<file path="src/logic/scw_pkg.sv">
// Shared constants and carriers for the SPI challenge watchdog.
// Assumes a 20 MHz ref_clk and an APB master on the same clock.
package scw_pkg;
	localparam int CLK_HZ        = 20_000_000; // Core clock rate
	localparam int WD_PERIOD_MS  = 256;        // Default period
	localparam int WD_PERIOD_CYC = CLK_HZ / 1000 * WD_PERIOD_MS;
	localparam int RST_PULSE_US  = 1000;       // Reset pulse length
	localparam int RST_PULSE_CYC = CLK_HZ / 1_000_000 * RST_PULSE_US;

	// Frame codes
	localparam logic [15:0] REFRESH_WORD = 16'h5A00; // Plain refresh
	localparam logic [15:0] CHAL_RD_CMD  = 16'h1B00; // Challenge read
	localparam logic [7:0]  REFRESH_WORD_8     = 8'h1A;    // Short refresh
	localparam logic [4:0]  FRAME_SHORT  = 5'h08;    // 8-bit frame
	localparam logic [4:0]  FRAME_LONG   = 5'h10;    // 16-bit frame
	localparam logic [7:0]  SLICE2_MASK  = 8'hC0;    // Top 2-bit slice

	// Challenge generator
	localparam logic [7:0] LFSR_SEED = 8'hA5; // Nonzero start
	localparam logic [7:0] LFSR_TAPS = 8'hB8; // Maximal length

	// Register map, byte addresses
	localparam logic [7:0] ADDR_CTRL   = 8'h00;
	localparam logic [7:0] ADDR_PERIOD = 8'h04;
	localparam logic [7:0] ADDR_STATUS = 8'h08;
	// Control fields
	localparam int CTRL_RT_LSB  = 0; // refresh_type_sel, 2 bits
	localparam int CTRL_WIN_BIT = 2; // window_timeout_sel
	localparam int CTRL_SAFE_BIT = 3; // safe_delay_sel
	localparam int CTRL_PAR_BIT = 4; // Parity check enable

	// Refresh variants
	typedef enum logic [1:0] {
		RT_SIMPLE = 2'b00,
		RT_ADV1   = 2'b01,
		RT_ADV2   = 2'b10,
		RT_ADV4   = 2'b11
	} scw_rtype_t;

	// Supervisor states, one-hot
	typedef enum logic [2:0] {
		ST_INIT   = 3'b001,
		ST_NORMAL = 3'b010,
		ST_RESET  = 3'b100
	} scw_state_t;

	// APB request and answer
	typedef struct packed {
		logic        psel;
		logic        penable;
		logic        pwrite;
		logic [7:0]  paddr;
		logic [31:0] pwdata;
	} scw_apb_req_t;
	typedef struct packed {
		logic [31:0] prdata;
		logic        pready;
		logic        pslverr;
	} scw_apb_rsp_t;

	// SPI pins from the host
	typedef struct packed {
		logic sclk;
		logic cs_n;
		logic mosi;
	} scw_spi_in_t;
endpackage

</file>
<file path="src/logic/scw_lfsr.sv">
// Free-running 8-bit challenge source.
// Assumes the reader samples it only on a frame event.
`timescale 1ns/1ps
module scw_lfsr #(
	parameter logic [7:0] SEED = scw_pkg::LFSR_SEED,
	parameter logic [7:0] TAPS = scw_pkg::LFSR_TAPS
) (
	input  wire logic       ref_clk,
	input  wire logic       nrst,
	output logic [7:0]      code
);
	import scw_pkg::*;
	typedef struct packed {
		logic [7:0] v; // Shift state
	} scw_lfsr_t;
	scw_lfsr_t q_r, q_nxt;

	// Galois step, never reaches zero
	always_comb begin
		q_nxt = q_r;
		q_nxt.v = {1'b0, q_r.v[7:1]} ^ (q_r.v[0] ? TAPS : 8'h00);
	end

	// State register
	always_ff @(posedge ref_clk) begin
		if (!nrst) begin
			q_r <= '{v: SEED};
		end else begin
			q_r <= q_nxt;
		end
	end

	assign code = q_r.v;
endmodule // scw_lfsr

</file>
<file path="src/logic/scw_spi_port.sv">
// SPI slave framer, mode 0, MSB first, 8 or 16 bit frames.
// Assumes pins are asynchronous; all are synchronised here.
`timescale 1ns/1ps
module scw_spi_port (
	input  wire logic            ref_clk,
	input  wire logic            nrst,
	input  scw_pkg::scw_spi_in_t spi_i,
	input  wire logic [7:0]      flags,
	input  wire logic [7:0]      resp,
	output logic                 miso,
	output logic                 miso_oe,
	output logic                 byte1_pulse,
	output logic [7:0]           rx_byte,
	output logic                 frame_pulse,
	output logic [15:0]          frame_word,
	output logic [4:0]           frame_bits
);
	import scw_pkg::*;
	typedef struct packed {
		logic [1:0]  sclk_s; // Sync stages
		logic [1:0]  cs_s;
		logic [1:0]  mosi_s;
		logic        sclk_d; // Edge history
		logic        cs_d;
		logic [15:0] rx;     // Receive shifter
		logic [7:0]  tx;     // Transmit shifter
		logic [4:0]  cnt;    // Bits seen
		logic        miso;
		logic        oe;
		logic        b1;
		logic        done;
		logic [15:0] word;
		logic [4:0]  bits;
	} scw_spi_t;
	scw_spi_t q_r, q_nxt;
	logic rise, fall, act;

	// Edge finding and shifting
	always_comb begin
		q_nxt = q_r;
		q_nxt.sclk_s = {q_r.sclk_s[0], spi_i.sclk};
		q_nxt.cs_s = {q_r.cs_s[0], spi_i.cs_n};
		q_nxt.mosi_s = {q_r.mosi_s[0], spi_i.mosi};
		q_nxt.sclk_d = q_r.sclk_s[1];
		q_nxt.cs_d = q_r.cs_s[1];
		q_nxt.b1 = 1'b0;
		q_nxt.done = 1'b0;
		rise = q_r.sclk_s[1] & ~q_r.sclk_d;
		fall = ~q_r.sclk_s[1] & q_r.sclk_d;
		act = ~q_r.cs_s[1];
		if (q_r.cs_d && act) begin
			// Frame start: global flags first
			q_nxt.cnt = 5'h00;
			q_nxt.tx = flags;
			q_nxt.miso = flags[7];
			q_nxt.oe = 1'b1;
		end else if (!q_r.cs_d && !act) begin
			// Frame end: hand the word over
			q_nxt.done = 1'b1;
			q_nxt.word = q_r.rx;
			q_nxt.bits = q_r.cnt;
			q_nxt.oe = 1'b0;
		end else if (act && rise) begin
			q_nxt.rx = {q_r.rx[14:0], q_r.mosi_s[1]};
			if (q_r.cnt != FRAME_LONG + 5'h01) begin
				q_nxt.cnt = q_r.cnt + 5'h01;
			end
			q_nxt.b1 = (q_r.cnt == FRAME_SHORT - 5'h01);
		end else if (act && fall) begin
			if (q_r.cnt == FRAME_SHORT) begin
				// Second byte comes from the supervisor
				q_nxt.tx = resp;
				q_nxt.miso = resp[7];
			end else begin
				q_nxt.tx = {q_r.tx[6:0], 1'b0};
				q_nxt.miso = q_r.tx[6];
			end
		end
	end

	// State register
	always_ff @(posedge ref_clk) begin
		if (!nrst) begin
			q_r <= '{sclk_s: 2'b00, cs_s: 2'b11, mosi_s: 2'b00,
				cs_d: 1'b1, default: '0};
		end else begin
			q_r <= q_nxt;
		end
	end

	assign miso = q_r.miso;
	assign miso_oe = q_r.oe;
	assign byte1_pulse = q_r.b1;
	assign rx_byte = q_r.rx[7:0];
	assign frame_pulse = q_r.done;
	assign frame_word = q_r.word;
	assign frame_bits = q_r.bits;
endmodule // scw_spi_port

</file>
<file path="src/logic/scw_top.sv">
// Watchdog supervisor refreshed over SPI, set up over APB.
// Assumes APB on ref_clk and a host SPI master on the pins.
`timescale 1ns/1ps
// Operation
// - Timeout, window and challenge supervision variants
// - One plain refresh word enters Normal
// - Timeout: refresh accepted anywhere in period
// - Window: refresh only in second half
// - Read command returns challenge in byte two
// - Single mode returns new challenge each refresh
// - Window plus single answer must be open
// - Second part returns next challenge
// - Only final part needs open window
// - Fourth part returns next challenge
// - Short read frame refreshes in simple mode only, returns flags
// - Safe delay: safe only on second reset
// - Two-bit field selects refresh variant
// - Select bit picks timeout or window
// - Missing or bad refresh forces reset
module scw_top #(
	parameter int WD_PERIOD_CYC_P = scw_pkg::WD_PERIOD_CYC,
	parameter int RST_PULSE_CYC_P = scw_pkg::RST_PULSE_CYC
) (
	input  wire logic             ref_clk,
	input  wire logic             nrst,
	input  scw_pkg::scw_apb_req_t apb_i,
	output scw_pkg::scw_apb_rsp_t apb_o,
	input  scw_pkg::scw_spi_in_t  spi_i,
	input  wire logic [7:0]       status_flags,
	input  wire logic [7:0]       status_ext,
	output logic                  miso,
	output logic                  miso_oe,
	output logic                  wd_rst_n,
	output logic                  safe_n,
	output logic                  normal_mode
);
	import scw_pkg::*;

	// All supervisor state
	typedef struct packed {
		scw_state_t  st;      // Supervisor state
		scw_rtype_t  rtype;   // refresh_type_sel
		logic        win;     // window_timeout_sel
		logic        sdly;    // safe_delay_sel
		logic        par_en;  // Parity check enable
		logic [31:0] period;  // Period in cycles
		logic [31:0] tmr;     // Time into period
		logic [1:0]  part;    // Accepted partial answers
		logic [7:0]  code;    // challenge_code in force
		logic [7:0]  pend;    // Code sent on MISO
		logic [7:0]  resp;    // Second MISO byte
		logic [1:0]  consec;  // Consecutive watchdog resets
		logic [31:0] rcnt;    // Reset pulse timer
		logic        rst_n;   // Reset output
		logic        safe_n;  // Safe output
		logic        normal;  // Normal mode flag
		scw_apb_rsp_t apb;    // Bus answer
	} scw_top_t;
	scw_top_t q_r, q_nxt;

	logic [7:0]  lfsr_code;  // Fresh challenge source
	logic        b1_pulse;   // First byte received
	logic [7:0]  rx_byte;    // First byte value
	logic        fr_pulse;   // Frame complete
	logic [15:0] fr_word;    // Frame content
	logic [4:0]  fr_bits;    // Frame length
	logic        hdr16;      // Watchdog write header
	logic        par_ok;     // Bit 8 check
	logic        last_part;  // Final partial answer
	logic        open_win;   // Second half of period
	logic        time_ok;    // Timing accepted
	logic        is_r8;      // Short refresh frame
	logic        good;       // Full refresh accepted
	logic        bad;        // Fault seen
	logic [1:0]  last_idx;   // Index of last partial
	logic [7:0]  expect_lo;  // Expected low byte
	logic [7:0]  inv;        // Inverted challenge
	logic        addr_ok;    // Mapped address

	// SPI framing
	scw_spi_port u_spi (
		.ref_clk     (ref_clk),
		.nrst        (nrst),
		.spi_i       (spi_i),
		.flags       (status_flags),
		.resp        (q_r.resp),
		.miso        (miso),
		.miso_oe     (miso_oe),
		.byte1_pulse (b1_pulse),
		.rx_byte     (rx_byte),
		.frame_pulse (fr_pulse),
		.frame_word  (fr_word),
		.frame_bits  (fr_bits)
	);

	// Challenge generator
	scw_lfsr u_lfsr (
		.ref_clk (ref_clk),
		.nrst    (nrst),
		.code    (lfsr_code)
	);

	// Frame checks
	always_comb begin
		inv = ~q_r.code;
		unique case (q_r.rtype)
			RT_ADV2: last_idx = 2'd1;
			RT_ADV4: last_idx = 2'd3;
			default: last_idx = 2'd0; // Simple and single
		endcase
		unique case (q_r.rtype)
			RT_SIMPLE: expect_lo = 8'h00;
			RT_ADV1: expect_lo = inv;
			RT_ADV2: expect_lo = q_r.part[0] ?
				{4'h0, inv[3:0]} : {inv[7:4], 4'h0};
			RT_ADV4: expect_lo = inv &
				(SLICE2_MASK >> {q_r.part, 1'b0});
		endcase
		hdr16 = (fr_bits == FRAME_LONG) &&
			(fr_word[15:9] == REFRESH_WORD[15:9]);
		par_ok = q_r.par_en ?
			(fr_word[8] == ^{fr_word[15:9], fr_word[7:0]}) :
			~fr_word[8];
		last_part = (q_r.part == last_idx);
		open_win = (q_r.tmr >= (q_r.period >> 1));
		time_ok = ~q_r.win | ~last_part | open_win;
		is_r8 = (fr_bits == FRAME_SHORT) &&
			(fr_word[7:0] == REFRESH_WORD_8);
	end

	// Supervisor, SPI answers and register bus
	always_comb begin
		q_nxt = q_r;
		good = 1'b0;
		bad = 1'b0;
		addr_ok = 1'b0;
		// Second MISO byte picked after first byte
		if (b1_pulse) begin
			if (rx_byte[7:1] == REFRESH_WORD[15:9] &&
				q_r.st == ST_NORMAL &&
				q_r.rtype != RT_SIMPLE && last_part) begin
				q_nxt.resp = lfsr_code;
				q_nxt.pend = lfsr_code;
			end else if (rx_byte == CHAL_RD_CMD[15:8]) begin
				q_nxt.resp = q_r.code;
			end else begin
				q_nxt.resp = status_ext;
			end
		end
		unique case (q_r.st)
			ST_INIT: begin
				// Single plain refresh enters Normal
				if (fr_pulse && hdr16 && par_ok &&
					fr_word[7:0] == REFRESH_WORD[7:0]) begin
					q_nxt.st = ST_NORMAL;
					q_nxt.normal = 1'b1;
					q_nxt.tmr = 32'h0000_0000;
					q_nxt.part = 2'd0;
					q_nxt.code = lfsr_code;
				end
			end
			ST_NORMAL: begin
				q_nxt.tmr = q_r.tmr + 32'h0000_0001;
				if (fr_pulse && hdr16) begin
					if (par_ok && fr_word[7:0] == expect_lo &&
						time_ok) begin
						if (last_part) begin
							good = 1'b1;
						end else begin
							q_nxt.part = q_r.part + 2'd1;
						end
					end else begin
						bad = 1'b1;
					end
				end else if (fr_pulse && is_r8 &&
					q_r.rtype == RT_SIMPLE) begin
					// Short frame obeys the same window
					if (time_ok) begin
						good = 1'b1;
					end else begin
						bad = 1'b1;
					end
				end else if (q_r.tmr >= q_r.period - 32'h0000_0001) begin
					bad = 1'b1;
				end
				if (good) begin
					q_nxt.tmr = 32'h0000_0000;
					q_nxt.part = 2'd0;
					q_nxt.consec = 2'd0;
					if (q_r.rtype != RT_SIMPLE) begin
						q_nxt.code = q_r.pend;
					end
				end
				if (bad) begin
					// Enter reset, count consecutive ones
					q_nxt.st = ST_RESET;
					q_nxt.normal = 1'b0;
					q_nxt.part = 2'd0;
					q_nxt.rcnt = 32'h0000_0000;
					q_nxt.rst_n = 1'b0;
					if (q_r.consec != 2'd2) begin
						q_nxt.consec = q_r.consec + 2'd1;
					end
					if (!q_r.sdly || q_r.consec != 2'd0) begin
						q_nxt.safe_n = 1'b0;
					end
				end
			end
			ST_RESET: begin
				// Hold reset for the pulse length
				q_nxt.rcnt = q_r.rcnt + 32'h0000_0001;
				if (q_r.rcnt >= 32'(RST_PULSE_CYC_P - 1)) begin
					q_nxt.st = ST_INIT;
					q_nxt.rst_n = 1'b1;
				end
			end
		endcase

		// APB: answer one cycle after setup
		addr_ok = (apb_i.paddr == ADDR_CTRL) ||
			(apb_i.paddr == ADDR_PERIOD) ||
			(apb_i.paddr == ADDR_STATUS);
		q_nxt.apb.pready = 1'b0;
		q_nxt.apb.pslverr = 1'b0;
		if (apb_i.psel && !apb_i.penable && !q_r.apb.pready) begin
			q_nxt.apb.pready = 1'b1;
			q_nxt.apb.pslverr = ~addr_ok;
			q_nxt.apb.prdata = 32'h0000_0000;
			if (!apb_i.pwrite) begin
				unique case (apb_i.paddr)
					ADDR_CTRL: q_nxt.apb.prdata = 32'({q_r.par_en,
						q_r.sdly, q_r.win, q_r.rtype});
					ADDR_PERIOD: q_nxt.apb.prdata = q_r.period;
					ADDR_STATUS: q_nxt.apb.prdata = 32'({q_r.consec,
						~q_r.safe_n, ~q_r.rst_n, q_r.part, q_r.st});
					default: q_nxt.apb.prdata = 32'h0000_0000;
				endcase
			end
		end
		// Write lands at the completing edge
		if (apb_i.psel && apb_i.penable && q_r.apb.pready &&
			apb_i.pwrite && !q_r.apb.pslverr) begin
			if (apb_i.paddr == ADDR_CTRL) begin
				q_nxt.rtype = scw_rtype_t'(
					apb_i.pwdata[CTRL_RT_LSB +: 2]);
				q_nxt.win = apb_i.pwdata[CTRL_WIN_BIT];
				q_nxt.sdly = apb_i.pwdata[CTRL_SAFE_BIT];
				q_nxt.par_en = apb_i.pwdata[CTRL_PAR_BIT];
			end else if (apb_i.paddr == ADDR_PERIOD) begin
				q_nxt.period = apb_i.pwdata;
			end
		end
	end

	// State register
	always_ff @(posedge ref_clk) begin
		if (!nrst) begin
			q_r <= '{st: ST_INIT, rtype: RT_SIMPLE,
				period: 32'(WD_PERIOD_CYC_P),
				rst_n: 1'b1, safe_n: 1'b1, default: '0};
		end else begin
			q_r <= q_nxt;
		end
	end

	assign apb_o = q_r.apb;
	assign wd_rst_n = q_r.rst_n;
	assign safe_n = q_r.safe_n;
	assign normal_mode = q_r.normal;
endmodule // scw_top

</file>
<file path="config.mk">
export PLATFORM = sky130hd
export DESIGN_NAME = scw_top
export DESIGN_NICKNAME = d
export VERILOG_FILES = /design/src/logic/scw_pkg.sv /design/src/logic/scw_lfsr.sv /design/src/logic/scw_spi_port.sv /design/src/logic/scw_top.sv
export SDC_FILE = /design/constraint.sdc
export NUM_CORES = 1
export LEC_CHECK = 0
export BUFFER_PORTS_ARGS = -buffer_cell sky130_fd_sc_hd__buf_2
export CORE_UTILIZATION = 61
export CTS_BUF_LIST = sky130_fd_sc_hd__clkbuf_16
export DETAILED_ROUTE_END_ITERATION = 10
export PLACE_DENSITY_LB_ADDON = 0.05
export SYNTH_ARGS = -nofsm -noshare
export SYNTH_HDL_FRONTEND = slang
export SYNTH_SLANG_ARGS = --single-unit
</file>
<file path="constraint.sdc">
create_clock -name ref_clk -period 4.4 [get_ports ref_clk]
set_input_delay 0.22 -clock ref_clk [delete_from_list [all_inputs] [get_ports ref_clk]]
set_output_delay 0.22 -clock ref_clk [all_outputs]
set_load 0.01 [all_outputs]
</file>
* After elaboration in Yosys (flattened, before gate mapping)
Cells that the tools add are included.
** Word-level totals
- Register bits :: 238
- Latch bits :: 0
- RAM bits :: 0
- Memory bits (read-only) :: 0
- Input port bits :: 64
- Output and inout port bits :: 39
- Logic and storage cells :: 208
- Memories kept :: 0
** Operators by class
- Add/sub/neg operators :: 6
- Multipliers :: 0
- Divide/modulo/power cells :: 0
- Order comparisons :: 3
- Equal/unequal tests :: 31
- Shifts and indexed selects :: 1
- Multiplexer cells :: 54
- Bitwise operators :: 21
- Reduce and logical (&&, ||, !) cells :: 58
** Operators by type and width (count)
- case mux 32 bit (3 select lines) :: 1
- two-way mux 42 bit :: 2
- case mux 42 bit (2 select lines) :: 1
- case mux 33 bit (2 select lines) :: 1
- adder 32 x 1 -> 32 bit (second input constant) :: 2
- two-way mux 8 bit :: 5
- two-way mux 37 bit :: 1
- greater-or-equal comparator 32 x 15 -> 1 bit (second input constant) :: 1
- greater-or-equal comparator 32 x 31 -> 1 bit :: 1
- greater-or-equal comparator 32 bit :: 1
- two-way mux 32 bit :: 1
- case mux 8 bit (4 select lines) :: 1
- subtractor 32 x 1 -> 32 bit (second input constant) :: 1
- AND reduction 3 bit :: 8
- logical AND 1 bit :: 22
- two-way mux 22 bit :: 1
- two-way mux 7 bit :: 3
- two-way mux 1 bit :: 20
- == test 8 x 5 -> 1 bit (second input constant) :: 2
- zero test 8 bit :: 2
- parity 15 bit :: 1
- == test 7 x 6 -> 1 bit (second input constant) :: 2
- two-way mux 14 bit :: 1
- two-way mux 2 bit :: 7
- other kinds (42) :: 86

* Longest topological paths before layout
- Depth in word-level cells :: 14
- Depth in mapped cells :: 19
- Depth with buffers taken out :: 17

* By module
Synthesis repeated with hierarchy kept, for this count alone.
** Unflattened totals
- Cells, all modules :: 1618
- Area, all modules :: 13316.5 um2
** Modules (own cells, without submodules)
- scw_top :: instances 1, cells an instance 1292, area each 10269.8 um2, sequential area each 3383.2 um2
- scw_spi_port :: instances 1, cells an instance 302, area each 2775.2 um2, sequential area each 1221.2 um2
- scw_lfsr :: instances 1, cells an instance 24, area each 271.5 um2, sequential area each 160.2 um2

* Worst setup path after synthesis
Ideal clock, no wire load.
- Path type :: flip-flop to flip-flop
- Start :: register q_r[129] (netlist name)
- End :: register q_r[44] (netlist name)
- Library setup time :: 0.129 ns
- Arrival time :: 3.642 ns
- Path slack :: 0.629 ns
- Cell stages (with the launch flop) :: 19
- Buffers on the path :: 2
- Clock period less this slack :: 3.771 ns
- Path through :: dfxtp_1 inv_1 ha_1 nand3_1 or3_1 nor2b_1 and3_1 nand4_1 xnor2_1 ha_1 nand3_1 or3_1 o2111ai_1 nor2_1 o32ai_2 nand2b_1 buf_4 buf_6 a31oi_2
** On the way
- Cells in the longest elaborated chain, start to end :: 8
** Ends and longest elaborated chain
- start: declaration :: RTL line scw_top.sv:59 : scw_top_t q_r, q_nxt;
- start signal: assignment :: RTL line scw_top.sv:258 : q_r <= '{st: ST_INIT, rtype: RT_SIMPLE,
- start signal: assignment :: RTL line scw_top.sv:262 : q_r <= q_nxt;
- subtractor 32 x 1 -> 32 bit :: RTL line scw_top.sv:183 : end else if (q_r.tmr >= q_r.period - 32'h0000_0001) begin
- greater-or-equal comparator 32 bit :: RTL line scw_top.sv:183
- two-way mux 1 bit :: RTL line scw_top.sv:183
- two-way mux 1 bit :: RTL line scw_top.sv:175 : end else if (fr_pulse && is_r8 &&
- two-way mux 1 bit :: RTL line scw_top.sv:164 : if (fr_pulse && hdr16) begin
- two-way mux 1 bit :: RTL line scw_top.sv:150 : unique case (q_r.st)
- inequality test 2 x 1 -> 1 bit (no source line)
- AND reduction 2 bit (no source line)
Every way passes these cells. The select of a mux whose other input is x is not followed.
A chain may end at the register's enable or synchronous reset.

* Worst setup path in the final report
- Start :: register q_r[129] (netlist name)
- End :: register q_r[64] (netlist name)
The elaborated chain is that of the path after synthesis.

==> results.json <==
{
  "status": "finished clean",
  "leakage_nw": 5.71,
  "yosysSeqAreaShare_pct": 36.4,
  "fin_nets": 1810,
  "synth_cells": 1594,
  "first_pass_iters": 5,
  "overflow": 0,
  "yosysUniqueCellTypes": 77,
  "postLayoutCoreUtil_pct": 70.7,
  "rr_startpoint": "q_r[129]$_SDFFE_PN0P_",
  "required_ns": 4.84,
  "synth_ff_type": "dfxtp_1",
  "cp-start-kind": "flop",
  "final-max-slew-violation-count": 0,
  "synth-edff-count": 0,
  "core-area_mm2": 0.0210,
  "die_area_mm2": 0.0221,
  "design_area_mm2": 0.0149,
  "tightest_slew_ns": 1.02,
  "finalClockSkew_ns": 0.0120,
  "grt_max_degree": 89,
  "grt_usage_pct": 31.0,
  "io_buffer_count": 102,
  "multi_input_area_mm2": 0.00740,
  "seq_area_mm2": 0.00476,
  "start_util_pct": 62.3,
  "worstHoldStart": "status_flags[0]",
  "ant_nets": 0,
  "ctsRootBufferMaster": "clkbuf_16",
  "clk_pin_slew_worst_paths_ns": 0.06,
  "synth-seq-cells": 238,
  "worstPathArrival_ns": 4.59,
  "synth_nets": 1743,
  "wire_per_inst_um": 17.5,
  "cp_max_fo": 8,
  "maxCapViolCount": 0,
  "drive_above_1_share_pct": 12.8,
  "worst-setup-path-type": "reg -> reg",
  "setup-tns-final_ns": 0,
  "ir_drop_mv": 0.323,
  "r2r_end": "q_r[64]$_SDFFE_PN0P_",
  "cts_tree": "built",
  "reg2regPathDepth": 18,
  "max_freq_ghz": 0.241,
  "place_inst": 1870,
  "drcViolationCount": 0,
  "finalCritPeriodShare_pct": 94.3,
  "slew-limit-headroom_pct": 32.0,
  "synth_most_common_cell": "dfxtp_1",
  "die_h_um": 149,
  "routed-via-count": 11700,
  "grt_pass1_vias": 10900,
  "chipWidth_um": 149,
  "areaGrowthSynthToFinish_pct": 13.4,
  "p_per_area_mw_per_mm2": 321,
  "final_cells": 1953,
  "synth_top_area_share_pct": 36.4,
  "r2r_setup_slack_ns": 0.25,
  "ys_async_sr_fraction_pct": 0,
  "num_rows": 53,
  "clock_latency_ns": 0.55,
  "antenna_found_initial": 0,
  "h-tree-depth": 1,
  "finalPower_mw": 4.77,
  "cts.path.max_buffers": 3,
  "crit_end": "q_r[64]$_SDFFE_PN0P_",
  "hold_path.class": "in -> reg",
  "gp_congestion": 0.888,
  "yosysTopAreaCell": "dfxtp_1",
  "ioPinCount": 103,
  "startpoint": "q_r[129]$_SDFFE_PN0P_",
  "vias_per_cell": 5.98,
  "numCtsBuffers": 26,
  "finalSetupViolCount": 0,
  "postPlaceCellArea_mm2": 0.0135,
  "place_hpwl_um": 23700,
  "syn_avg_cell_area_um2": 8.22,
  "routed_wl_um": 34100,
  "synth_area_leaders": "dfxtp_1, ha_1, nand2_1",
  "yosys_warnings": 0,
  "grt_first_pass_wirelength_um": 55400,
  "synthesis.area_mm2": 0.0131,
  "diodes": 0,
  "first_iter_violations": 926,
  "ys_top_cells_by_count": "dfxtp_1, nand2_1, nor2_1",
  "cts.sinks": 238,
  "num-fill-cells": 1683,
  "critPathCaptureType": "flop",
  "period_needed_ns": 4.15,
  "hold_viol": 0
}
[through the flow]
step                      hold slack, ns  setup slack, ns
after floorplan                    0.321            0.629
after global placement             0.394            0.253
after detailed placement           0.406            0.202
after CTS                        0.00802            0.181
after global routing              0.0631         -0.00372
final                             0.0303            0.252
[kinds of logic after synthesis]
kind of cell             count (synthesis)  share of synthesized area [%]
AO/OA/AOI/OAI                          335                           17.9
XOR/XNOR                                61                           4.08
adder cells (fa/ha/maj)                 85                           8.12
buffers and inverters                  215                           7.48
flip-flops                             238                           36.4
multiplexers                            41                           3.13
AND/OR/NAND/NOR                        619                           22.9
[critical path, cell delays in order, from the launching register on]
cell and delay (ns):
dfxtp_1 0.34, inv_1 0.09, ha_1 0.21, nand3_1 0.14, or3_4 0.42, nor2b_2 0.20, buf_4 0.16, xnor2_1 0.07
ha_1 0.33, nand4_1 0.16, nor3_2 0.23, or4b_1 0.46, a31oi_1 0.22, nor2_1 0.11, o32ai_2 0.29, buf_4 0.22
nand2b_1 0.19, buf_4 0.17, nor2_1 0.05
[layer usage]
layer  up-vias  routed length, um  global-route usage [%]
met3        62               1850                    4.14
li1       5796                  -                       -
met4         0                867                    8.97
met5         -                  0                       0
met1      5452              14900                    41.1
met2       367              16400                    52.4
[final cells by class]
type	count	area share, %
clock buffers	26	4.38
clock inverters	19	2.00
inverters	94	2.41
multi-input cells	1141	49.8
flip-flops and latches	238	32.1
well taps	275	2.32
repair buffers	160	7.04
[how the worst min path moves through the flow]
stage	end	depth (start not counted)
after floorplan	u_spi.q_nxt[59]$_SDFF_PN1_	1
after global placement	u_spi.q_nxt[54]$_SDFF_PN1_	1
after detailed placement	u_spi.q_nxt[59]$_SDFF_PN1_	2
after CTS	u_spi.q_r[30]$_SDFFE_PN0P_	3
after global routing	u_spi.q_r[30]$_SDFFE_PN0P_	3
final	u_spi.q_r[30]$_SDFFE_PN0P_	3
[registers in the layout, summed over array words and instances (netlist names)]
signal,cells
u_spi.frame_word,16
u_spi.frame_pulse,1
u_spi.q_nxt,5
q_r,132
u_spi.miso,1
apb_o,34
u_spi.byte1_pulse,1
u_spi.rx_byte,8
u_lfsr.code,8
u_spi.miso_oe,1
safe_n,1
u_spi.q_r,23
normal_mode,1
wd_rst_n,1
u_spi.frame_bits,5
[layout by cell type (no fill, tap or decap), drive strengths merged, types with 22 or more instances in the layout]
cell type / count
mux2i: 41
inv: 97
a21oi: 90
a31oi: 42
nor4: 22
a22oi: 32
nand4: 51
ha: 85
nor2: 150
xnor2: 52
o211ai: 33
dlygate4sd3: 35
dfxtp: 238
clkbuf: 26
nor3: 28
nand2: 215
buf: 125
nand3: 50
o21ai: 40
[report_power, final]
part	switching, mW	leakage, nW	internal (mW)
Clock	0.915	0.470	1.49
Combinational	0.104	3.31	0.0720
Sequential	0.0145	1.92	2.17
Total	1.03	5.71	3.74
[repair_timing]
action                                 CTS  global route
endpoints found under the hold margin   40             0
setup buffers                            0             3
hold buffers                            35             0
resized for setup                        0             8
setup endpoints to repair                0            33
Note: power is estimated with default switching activity, not from simulation.
